[config.mk]
export PLATFORM = sky130hd
export DESIGN_NAME = ued_responder
export DESIGN_NICKNAME = d
export VERILOG_FILES = /design/src/ued_desc_rom.v /design/src/ued_responder.v
export VERILOG_INCLUDE_DIRS = /design/src
export SDC_FILE = /design/constraint.sdc
export NUM_CORES = 1
export LEC_CHECK = 0
export ABC_AREA = 1
export BUFFER_PORTS_ARGS = -buffer_cell sky130_fd_sc_hd__buf_4
export CORE_MARGIN = 10
export CORE_UTILIZATION = 55
export DETAILED_ROUTE_END_ITERATION = 12
export GPL_ROUTABILITY_DRIVEN = 1
export HOLD_SLACK_MARGIN = 0.1
export PLACE_DENSITY_LB_ADDON = 0.25
export RECOVER_POWER = 100
export SLEW_MARGIN = 20
export SYNTH_ARGS = -nofsm -noshare
export SYNTH_HDL_FRONTEND = slang
export SYNTH_SLANG_ARGS = --single-unit
[constraint.sdc]
create_clock -name ref_clk_i -period 8.6 [get_ports ref_clk_i]
set_input_delay 0.86 -clock ref_clk_i [delete_from_list [all_inputs] [get_ports ref_clk_i]]
set_output_delay 0.86 -clock ref_clk_i [all_outputs]
set_load 0.01 [all_outputs]
[src/ued_consts.vh]
// constants for the enumeration descriptor responder
`ifndef UED_CONSTS_VH
`define UED_CONSTS_VH
`define UED_REQ_GET_DESC   8'h06
`define UED_RT_DEV_IN      8'h80
`define UED_DT_DEVICE      8'h01
`define UED_DT_CONFIG      8'h02
`define UED_DT_STRING      8'h03
`define UED_DT_IFACE       8'h04
`define UED_DT_EP          8'h05
`define UED_DEV_LEN        8'h12
`define UED_CFG_TOTAL      8'h49
`define UED_STR0_LEN       8'h0e
`define UED_STRN_LEN       8'h16
`define UED_USB_REL_LO     8'h00
`define UED_USB_REL_HI     8'h01
`define UED_EP0_MAXPKT     8'h08
`define UED_NUM_CFG        8'h01
`define UED_CFG_ATTR       8'h80
`define UED_CFG_POWER      8'hc8
`define UED_IFACE_NUM      8'h01
`define UED_VENDOR_CLASS   8'hff
`define UED_EP_ADDR        8'h81
`define UED_EP_ISO         8'h01
`define UED_EP_INTERVAL    8'h01
`define UED_PKT_BYTES      4'h8
`define UED_ROM_STR0       8'h00
`define UED_ROM_STRN       8'h10
`define UED_ROM_DEV        8'h30
`define UED_ROM_CFG        8'h50
// packet sizes per alternate setting, high and low bandwidth tables
`define UED_MPS_H1         16'h01c0
`define UED_MPS_H2         16'h02c0
`define UED_MPS_H3         16'h03c0
`define UED_MPS_L1         16'h0140
`define UED_MPS_L2         16'h0268
`define UED_MPS_L3         16'h0380
`endif

[src/ued_desc_rom.v]
// descriptor byte store with registered read data
`timescale 1ns/1ps
`include "ued_consts.vh"
module ued_desc_rom (
	input  wire        ref_clk_i,
	input  wire [7:0]  addr_i,
	input  wire [15:0] vendor_id_i,
	input  wire [15:0] product_id_i,
	input  wire        bw_low_i,
	output reg  [7:0]  data_o
);
	reg  [7:0]  rom_byte;
	reg  [7:0]  off;
	reg  [15:0] mps;
	reg  [1:0]  alt;
	reg  [7:0]  k;
	always @* begin
		off = addr_i - `UED_ROM_CFG;
		rom_byte = 8'h00;
		mps = 16'h0000;
		alt = 2'd0;
		k = 8'h00;
		if (addr_i < `UED_ROM_STRN) begin
			// language list in order
			case (addr_i[3:0])
				4'h0: rom_byte = `UED_STR0_LEN;
				4'h1: rom_byte = `UED_DT_STRING;
				4'h2: rom_byte = 8'h04; 4'h3: rom_byte = 8'h09;
				4'h4: rom_byte = 8'h04; 4'h5: rom_byte = 8'h0c;
				4'h6: rom_byte = 8'h04; 4'h7: rom_byte = 8'h07;
				4'h8: rom_byte = 8'h04; 4'h9: rom_byte = 8'h10;
				4'ha: rom_byte = 8'h0c; 4'hb: rom_byte = 8'h0a;
				4'hc: rom_byte = 8'h04; 4'hd: rom_byte = 8'h16;
				default: rom_byte = 8'h00;
			endcase
		end else if (addr_i < `UED_ROM_DEV) begin
			k = addr_i - `UED_ROM_STRN;
			if (k == 8'h00) rom_byte = `UED_STRN_LEN;
			else if (k == 8'h01) rom_byte = `UED_DT_STRING;
			else if (k[0]) rom_byte = 8'h00;
			else begin
				case (k[4:1])
					4'h1: rom_byte = 8'h55; 4'h2: rom_byte = 8'h53;
					4'h3: rom_byte = 8'h42; 4'h4: rom_byte = 8'h20;
					4'h5: rom_byte = 8'h43; 4'h6: rom_byte = 8'h61;
					4'h7: rom_byte = 8'h6d; 4'h8: rom_byte = 8'h65;
					4'h9: rom_byte = 8'h72; 4'ha: rom_byte = 8'h61;
					default: rom_byte = 8'h00;
				endcase
			end
		end else if (addr_i < `UED_ROM_CFG) begin
			k = addr_i - `UED_ROM_DEV;
			case (k[4:0])
				5'd0:  rom_byte = `UED_DEV_LEN;
				5'd1:  rom_byte = `UED_DT_DEVICE;
				5'd2:  rom_byte = `UED_USB_REL_LO;
				5'd3:  rom_byte = `UED_USB_REL_HI;
				5'd7:  rom_byte = `UED_EP0_MAXPKT;
				5'd8:  rom_byte = vendor_id_i[7:0];
				5'd9:  rom_byte = vendor_id_i[15:8];
				5'd10: rom_byte = product_id_i[7:0];
				5'd11: rom_byte = product_id_i[15:8];
				5'd12: rom_byte = `UED_USB_REL_LO;
				5'd13: rom_byte = `UED_USB_REL_HI;
				5'd17: rom_byte = `UED_NUM_CFG;
				default: rom_byte = 8'h00;
			endcase
		end else if (off < 8'd9) begin
			case (off[3:0])
				4'd0: rom_byte = 8'h09;
				4'd1: rom_byte = `UED_DT_CONFIG;
				4'd2: rom_byte = `UED_CFG_TOTAL;
				4'd4: rom_byte = 8'h01;
				4'd5: rom_byte = 8'h01;
				4'd7: rom_byte = `UED_CFG_ATTR;
				4'd8: rom_byte = `UED_CFG_POWER;
				default: rom_byte = 8'h00;
			endcase
		end else begin
			// four 16-byte groups: interface then endpoint
			k = off - 8'd9;
			alt = k[5:4];
			case (alt)
				2'd1: mps = bw_low_i ? `UED_MPS_L1 : `UED_MPS_H1;
				2'd2: mps = bw_low_i ? `UED_MPS_L2 : `UED_MPS_H2;
				2'd3: mps = bw_low_i ? `UED_MPS_L3 : `UED_MPS_H3;
				default: mps = 16'h0000;
			endcase
			case (k[3:0])
				4'd0:  rom_byte = 8'h09;
				4'd1:  rom_byte = `UED_DT_IFACE;
				4'd2:  rom_byte = `UED_IFACE_NUM;
				4'd3:  rom_byte = {6'h00, alt};
				4'd4:  rom_byte = 8'h01;
				4'd5:  rom_byte = `UED_VENDOR_CLASS;
				4'd7:  rom_byte = `UED_VENDOR_CLASS;
				4'd9:  rom_byte = 8'h07;
				4'd10: rom_byte = `UED_DT_EP;
				4'd11: rom_byte = `UED_EP_ADDR;
				4'd12: rom_byte = `UED_EP_ISO;
				4'd13: rom_byte = mps[7:0];
				4'd14: rom_byte = mps[15:8];
				4'd15: rom_byte = `UED_EP_INTERVAL;
				default: rom_byte = 8'h00;
			endcase
		end
	end
	always @(posedge ref_clk_i) begin
		data_o <= rom_byte;
	end
endmodule // ued_desc_rom

[src/ued_responder.v]
// descriptor responder behind control endpoint 0
//
// Behaviour
// device descriptor: 18 bytes, type 1, USB 1.00, class fields zero
// device descriptor reports 8-byte control endpoint packets
// string indices zero, device release 1.00 in BCD
// exactly one configuration declared
// product id chosen from variant strap and five data strap bits
// configuration request accepts index 00 only, else stall
// configuration bundle is 73 bytes, same as total-length field
// configuration: 9 bytes, type 2, one interface, value 1, no string
// attributes mark bus powered without remote wakeup
// max power 400 mA coded as 0xc8
// four interface alternates, interface 1, vendor class, one endpoint
// each followed by 7-byte isochronous IN endpoint 0x81, interval 1
// bandwidth strap high gives 0, 448, 704, 960 bytes
// bandwidth strap low gives 0, 320, 616, 896 bytes
// string 0 is 14 bytes listing six language ids in order
// every string index above zero returns 22-byte camera name
// host finishes enumeration with 255-byte configuration request
// data goes in 8-byte packets, last one may be short
// unknown or unprocessable requests are stalled; a setup during a transfer is dropped without stall
// bandwidth strap defaults high when left open
// reply truncated to requested length or descriptor length
// straps sampled after reset and held until next reset
`timescale 1ns/1ps
`include "ued_consts.vh"
module ued_responder #(
	parameter [15:0] VENDOR_ID       = 16'h1234,
	// arbitrary neutral identity values
	parameter [15:0] PRODUCT_ID_BASE = 16'h0100,
	parameter [15:0] PRODUCT_ID_DFLT = 16'h0001
) (
	input  wire        ref_clk_i,
	input  wire        rstn_i,
	input  wire        setup_valid_i,
	input  wire [7:0]  bm_request_type_i,
	input  wire [7:0]  b_request_i,
	input  wire [15:0] w_value_i,
	input  wire [15:0] w_length_i,
	input  wire        in_token_i,
	input  wire        product_variant_strap_i,
	input  wire [4:0]  host_port_data_strap_bits_i,
	input  wire        bandwidth_set_strap_i,
	output reg         tx_valid_o,
	output reg  [7:0]  tx_data_o,
	output reg         tx_last_o,
	output reg         stall_o,
	output reg         busy_o
);
	localparam [1:0] ST_IDLE  = 2'd0;
	localparam [1:0] ST_FETCH = 2'd1;
	localparam [1:0] ST_SEND  = 2'd2;
	localparam [1:0] ST_WAIT  = 2'd3;

	reg  [1:0]  state_reg, state_next;
	reg  [7:0]  base_reg, base_next;
	reg  [7:0]  left_reg, left_next;
	reg  [7:0]  idx_reg, idx_next;
	reg  [3:0]  pkt_reg, pkt_next;
	reg         stall_next;
	reg         straps_taken_reg;
	reg         variant_reg;
	reg  [4:0]  dbits_reg;
	reg         bw_low_reg;
	reg  [15:0] product_id_reg;
	reg  [7:0]  desc_len;
	reg  [7:0]  want;
	reg         known;
	wire [7:0]  rom_data;

	////////////////////////////////////////////////////////////////////////
	// straps held
	// sampled on the first clock after reset so no port feeds a reset value
	always @(posedge ref_clk_i) begin
		if (!rstn_i) begin
			straps_taken_reg <= 1'b0;
			variant_reg      <= 1'b1;
			dbits_reg        <= 5'h00;
			bw_low_reg       <= 1'b0;
			product_id_reg   <= PRODUCT_ID_DFLT;
		end else if (!straps_taken_reg) begin
			straps_taken_reg <= 1'b1;
			variant_reg      <= product_variant_strap_i;
			dbits_reg        <= host_port_data_strap_bits_i;
			// open pin reads high
			bw_low_reg       <= ~bandwidth_set_strap_i;
		end else begin
			// product product_variant_strap
			// built from the held copies, settled long before the first in token
			product_id_reg   <= variant_reg ? PRODUCT_ID_DFLT : (PRODUCT_ID_BASE | {11'h000, dbits_reg});
		end
	end

	////////////////////////////////////////////////////////////////////////
	// request decode
	always @* begin
		known = 1'b0;
		desc_len = 8'h00;
		base_next = base_reg;
		if (bm_request_type_i == `UED_RT_DEV_IN && b_request_i == `UED_REQ_GET_DESC) begin
			case (w_value_i[15:8])
				`UED_DT_DEVICE: begin
					// device record
					known = 1'b1;
					desc_len = `UED_DEV_LEN;
					base_next = `UED_ROM_DEV;
				end
				`UED_DT_CONFIG: begin
					// index 00 only
					known = (w_value_i[7:0] == 8'h00);
					// whole bundle
					desc_len = `UED_CFG_TOTAL;
					base_next = `UED_ROM_CFG;
				end
				`UED_DT_STRING: begin
					known = 1'b1;
					// string select
					desc_len = (w_value_i[7:0] == 8'h00) ? `UED_STR0_LEN : `UED_STRN_LEN;
					base_next = (w_value_i[7:0] == 8'h00) ? `UED_ROM_STR0 : `UED_ROM_STRN;
				end
				default: known = 1'b0;
			endcase
		end
		// truncate to request
		want = (w_length_i < {8'h00, desc_len}) ? w_length_i[7:0] : desc_len;
	end

	////////////////////////////////////////////////////////////////////////
	// transmit sequencer
	always @* begin
		state_next = state_reg;
		left_next  = left_reg;
		idx_next   = idx_reg;
		pkt_next   = pkt_reg;
		stall_next = 1'b0;
		case (state_reg)
			ST_IDLE: begin
				if (setup_valid_i) begin
					if (!known) begin
						// stall unknown
						stall_next = 1'b1;
					end else if (want == 8'h00) begin
						state_next = ST_IDLE;
					end else begin
						left_next  = want;
						idx_next   = base_next;
						state_next = ST_WAIT;
					end
				end
			end
			ST_WAIT: begin
				if (setup_valid_i) begin
					// new setup aborts the old transfer
					state_next = ST_IDLE;
				end else if (in_token_i) begin
					pkt_next   = 4'h0;
					state_next = ST_FETCH;
				end
			end
			ST_FETCH: begin
				idx_next   = idx_reg + 8'h01;
				state_next = ST_SEND;
			end
			ST_SEND: begin
				left_next = left_reg - 8'h01;
				pkt_next  = pkt_reg + 4'h1;
				// eight-byte packets
				if (left_reg == 8'h01)
					state_next = ST_IDLE;
				else if (pkt_reg == `UED_PKT_BYTES - 4'h1)
					state_next = ST_WAIT;
				else
					state_next = ST_FETCH;
			end
			default: state_next = ST_IDLE;
		endcase
	end

	always @(posedge ref_clk_i) begin
		if (!rstn_i) begin
			state_reg  <= ST_IDLE;
			base_reg   <= 8'h00;
			left_reg   <= 8'h00;
			idx_reg    <= 8'h00;
			pkt_reg    <= 4'h0;
			stall_o    <= 1'b0;
			tx_valid_o <= 1'b0;
			tx_last_o  <= 1'b0;
			tx_data_o  <= 8'h00;
			busy_o     <= 1'b0;
		end else begin
			state_reg  <= state_next;
			base_reg   <= base_next;
			left_reg   <= left_next;
			idx_reg    <= idx_next;
			pkt_reg    <= pkt_next;
			stall_o    <= stall_next;
			tx_valid_o <= (state_reg == ST_SEND);
			tx_data_o  <= (state_reg == ST_SEND) ? rom_data : 8'h00;
			tx_last_o  <= (state_reg == ST_SEND) &&
				(left_reg == 8'h01 || pkt_reg == `UED_PKT_BYTES - 4'h1);
			busy_o     <= (state_next != ST_IDLE);
		end
	end

	////////////////////////////////////////////////////////////////////////
	// table content
	ued_desc_rom u_rom (
		.ref_clk_i    (ref_clk_i),
		.addr_i       (idx_reg),
		.vendor_id_i  (VENDOR_ID),
		.product_id_i (product_id_reg),
		.bw_low_i     (bw_low_reg),
		.data_o       (rom_data)
	);
endmodule // ued_responder

==> results by group <==
Setup path
  – Most numerous cell on the critical path: nand2_1
  – Critical register-to-register path startpoint: idx_reg[0]
  – Largest delay share family, worst path: simple AND/OR/NAND/NOR gates
  – Count of cells along the worst register-to-register path: 11
  – Maximum fanout along the worst path: 12
  – Total buffers and inverters traversed by the critical path: 5
  – Critical path launch point type: primary input
  – Critical path arrival: between 4 and 5 ns
  – Slowest stage cell, crit path: nor4_1
  – Reg-to-reg setup timing slack: between 5 and 6 ns
  – Category of the critical setup timing path: primary input to register
  – Delay of the slowest cell on the worst path: 0.35 ns
  – Required time of the critical path: around 8.8 ns
  – End of the worst register-to-register path: u_rom.data_o[4]
  – Nature of the critical path endpoint: register

Synth
  – Distinct cell type count after synthesis: 40
  – FF+latch count, synth: 65
  – Post-synthesis cell area: about 4200 sq um
  – Number of instances in the synthesized netlist: 643
  – Post-synthesis cell type with the largest combined area: dfxtp_1
  – YS warnings: 0
  – Most frequently used flop master after synthesis: dfxtp_1
  – Syn avg cell area: roughly 6.5 sq um
  – Top-count cell post-synth: nand2_1
  – Top cells by area, synth: dfxtp_1, nand2_1, inv_1
  – Post-synthesis sequential area ratio: ~31%
  – EDFF count, synth: 0
  – Top cell type's share of synthesized area: between 30% and 40%
  – Ranking of synthesized cells by instance count: nand2_1, inv_1, nor2_1, dfxtp_1, o21ai_0
  – Net count of the mapped netlist: 729
  – Fraction of registers with async set/reset: 0%

STA
  – Max_slew headroom: between 20% and 30%
  – Worst-case hold slack: just over 0.4 ns
  – RSZ-0062 raised after global routing: no
  – Final period demand of the worst path: 4.481 ns
  – Final clock period utilization by the worst path: 52.10%
  – Hold violation total from the final report: 0
  – Fmax: around 220 MHz
  – PnR worst setup slack: 4.119 ns
  – Final setup violation count: 0
  – Total negative setup slack: 0 ns
  – Slew at the pin closest to its max-slew limit: approximately 1.1 ns
  – Skew final: roughly 0.011 ns
  – Slew Viols, Final: 0

Global route
  – Initial antenna violation count: 0
  – First-pass GRT wire length: ~19000 microns
  – Total grt overflow: 0
  – Number of global-route vias before repair: ~4000
  – Pin count of the biggest net entering global routing: 27
  – Global routing usage summed across all routing layers: roughly a fifth

Layout
  – Share of post-route cells with drive strength above 1: between 10% and 20%
  – Antenna diodes: 0
  – Number of filler cells placed in the layout: a little under 700
  – Number of nets in the final layout: just under 800
  – Area overhead of the layout relative to synthesis: 16.71%

Power
  – Max rail drop VDD: 0.0001130 V
  – Leakage: around 2.3 nW
  – Total power per unit cell area: about 130 nW/um^2
  – Total Power Consumption: 0.6136 mW

Routing
  – Number of iterations in the first detailed-routing pass: 5
  – Antenna Nets Post-Route: 0
  – Vias/cell: ~5.4
  – Post-route DRC: 0
  – Starting DRC count in detailed routing: 394
  – Avg WL per Cell: around 14 microns
  – Vias post-DR: 4404
  – Routed wire length: 11320 microns

Clocking
  – Cell at the root of the clock tree: clkbuf_8
  – CTS sink count: 65
  – TritonCTS clock tree: built
  – Number of clock buffers inserted by TritonCTS: 9
  – Post-CTS setup-driven buffer insertion count: 0
  – Deepest clock path buffer count: 2
  – Clk slew on worst S/H paths: ~0.080 ns
  – Worst-Skew Late Latency: 0.35 ns
  – CTS Hold Bufs: 0
  – Count of cells resized by post-cts repair: 0
  – Total number of H-tree levels: 3

Floorplan
  – Vertical die dimension: roughly 110 microns
  – Die boundary width: 107.2 microns
  – Core region area: around 7300 sq um
  – Die area: between 10000 and 15000 sq um
  – Number of rows in the core area: 31
  – Initial Utilization: between 50 and 60%
  – I/O pin count: 71

Placement
  – RD Place Congestion: just under 1
  – Worst setup slack before clock tree synthesis: 4.104 ns
  – Count of buffers from port buffering: 70
  – Half-perimeter wire length after placement: approximately 8700 microns

Worst hold path
  – Worst min path class: register to register
  – End point of the most critical hold path: tx_data_o[1]
  – Hold Crit Depth: 2
  – Origin of the worst min-delay path: u_rom.data_o[1]

Job
  – Max-cap violations: 0

Status
  – Run status: complete, no violations
-- per-layer routing --
metal / global-route usage [%] / routed length [microns] / up-vias
li1: - / - / 2234
met1: 25.63 / 5043 / 1981
met2: 31.15 / 5264 / 181
met3: 4.671 / 901 / 8
met4: 5.029 / 106 / 0
met5: 0 / 0 / -
-- cell type report --
type                            instances  area (sq um)  share of cell area (%)
Inverter                              100         375.4                   7.698
Sequential cell                        65          1301                   26.69
Multi-Input combinational cell        463          2395                   49.11
Tap cell                               99         123.9                   2.540
Timing Repair Buffer                   70         476.7                   9.777
Clock buffer                           10         137.6                   2.823
Clock inverter                          6         66.31                   1.360
-- worst register-to-register path, delay by kind of cell, from the launching register on --
kind / cells / cell delay (ns)
AOI/OAI and AO/OA: 5 / 1.22
buffers and inverters: 4 / 0.67
DFF: 1 / 0.63
adders and majority gates: 1 / 0.34
and+or+nand+nor: 1 / 0.13
-- logic make-up (layout without fill, tap and decap cells) --
| kind of cell | count (synthesis) | after routing | synth area share, % |
|---|---|---|---|
| fa+ha+maj | 27 | 27 | 8.086 |
| simple gates | 297 | 297 | 30.43 |
| compound gates | 132 | 132 | 18.24 |
| flops | 65 | 65 | 31.15 |
| xor+xnor | 7 | 7 | 1.468 |
| buf+inv | 115 | 186 | 10.63 |
-- how the worst max path moves through the flow --
stage / depth (start not counted) / end / from
after global routing: 31 / register / w_value_i[11]
final: 30 / register / w_value_i[11]
after floorplan: 30 / register / w_value_i[11]
after global placement: 26 / register / bm_request_type_i[1]
after detailed placement: 30 / register / w_value_i[11]
after CTS: 30 / register / w_value_i[11]
-- cells in the final DEF, fill, tap and decap left out, drive strengths merged, types with 2 or more instances in the layout --
master	count
nand2	136
inv	100
nor2	100
dfxtp	65
buf	56
o21ai	52
a21oi	48
nand3	28
ha	27
clkbuf	24
nor3	13
nor4	10
nand4	7
a31oi	7
xor2	6
a211oi	5
clkinv	5
o22ai	3
o2111ai	3
o211ai	3
nand3b	2
a32o	2
-- power by group --
group / switching, mW / total [mW] / internal, mW / leakage, nW
Sequential: 0.00167 / 0.306 / 0.304 / 0.526
Clock: 0.125 / 0.268 / 0.143 / 0.107
Combinational: 0.0178 / 0.0399 / 0.0221 / 1.70
Total: 0.145 / 0.614 / 0.469 / 2.33
-- metrics by stage --
| step | instance area, sq um | util, % | cells |
|---|---|---|---|
| 2_1_floorplan | 4178 | - | 643 |
| 3_3_place_gp | 4758 | 64.91 | 797 |
| 3_5_place_dp | 4758 | 64.91 | 797 |
| 4_1_cts | 4962 | 67.69 | 813 |
| 5_1_grt | 4876 | 66.51 | 813 |
| 6_report | 4876 | 66.51 | 813 |
Power figures use the tool's default switching activity.
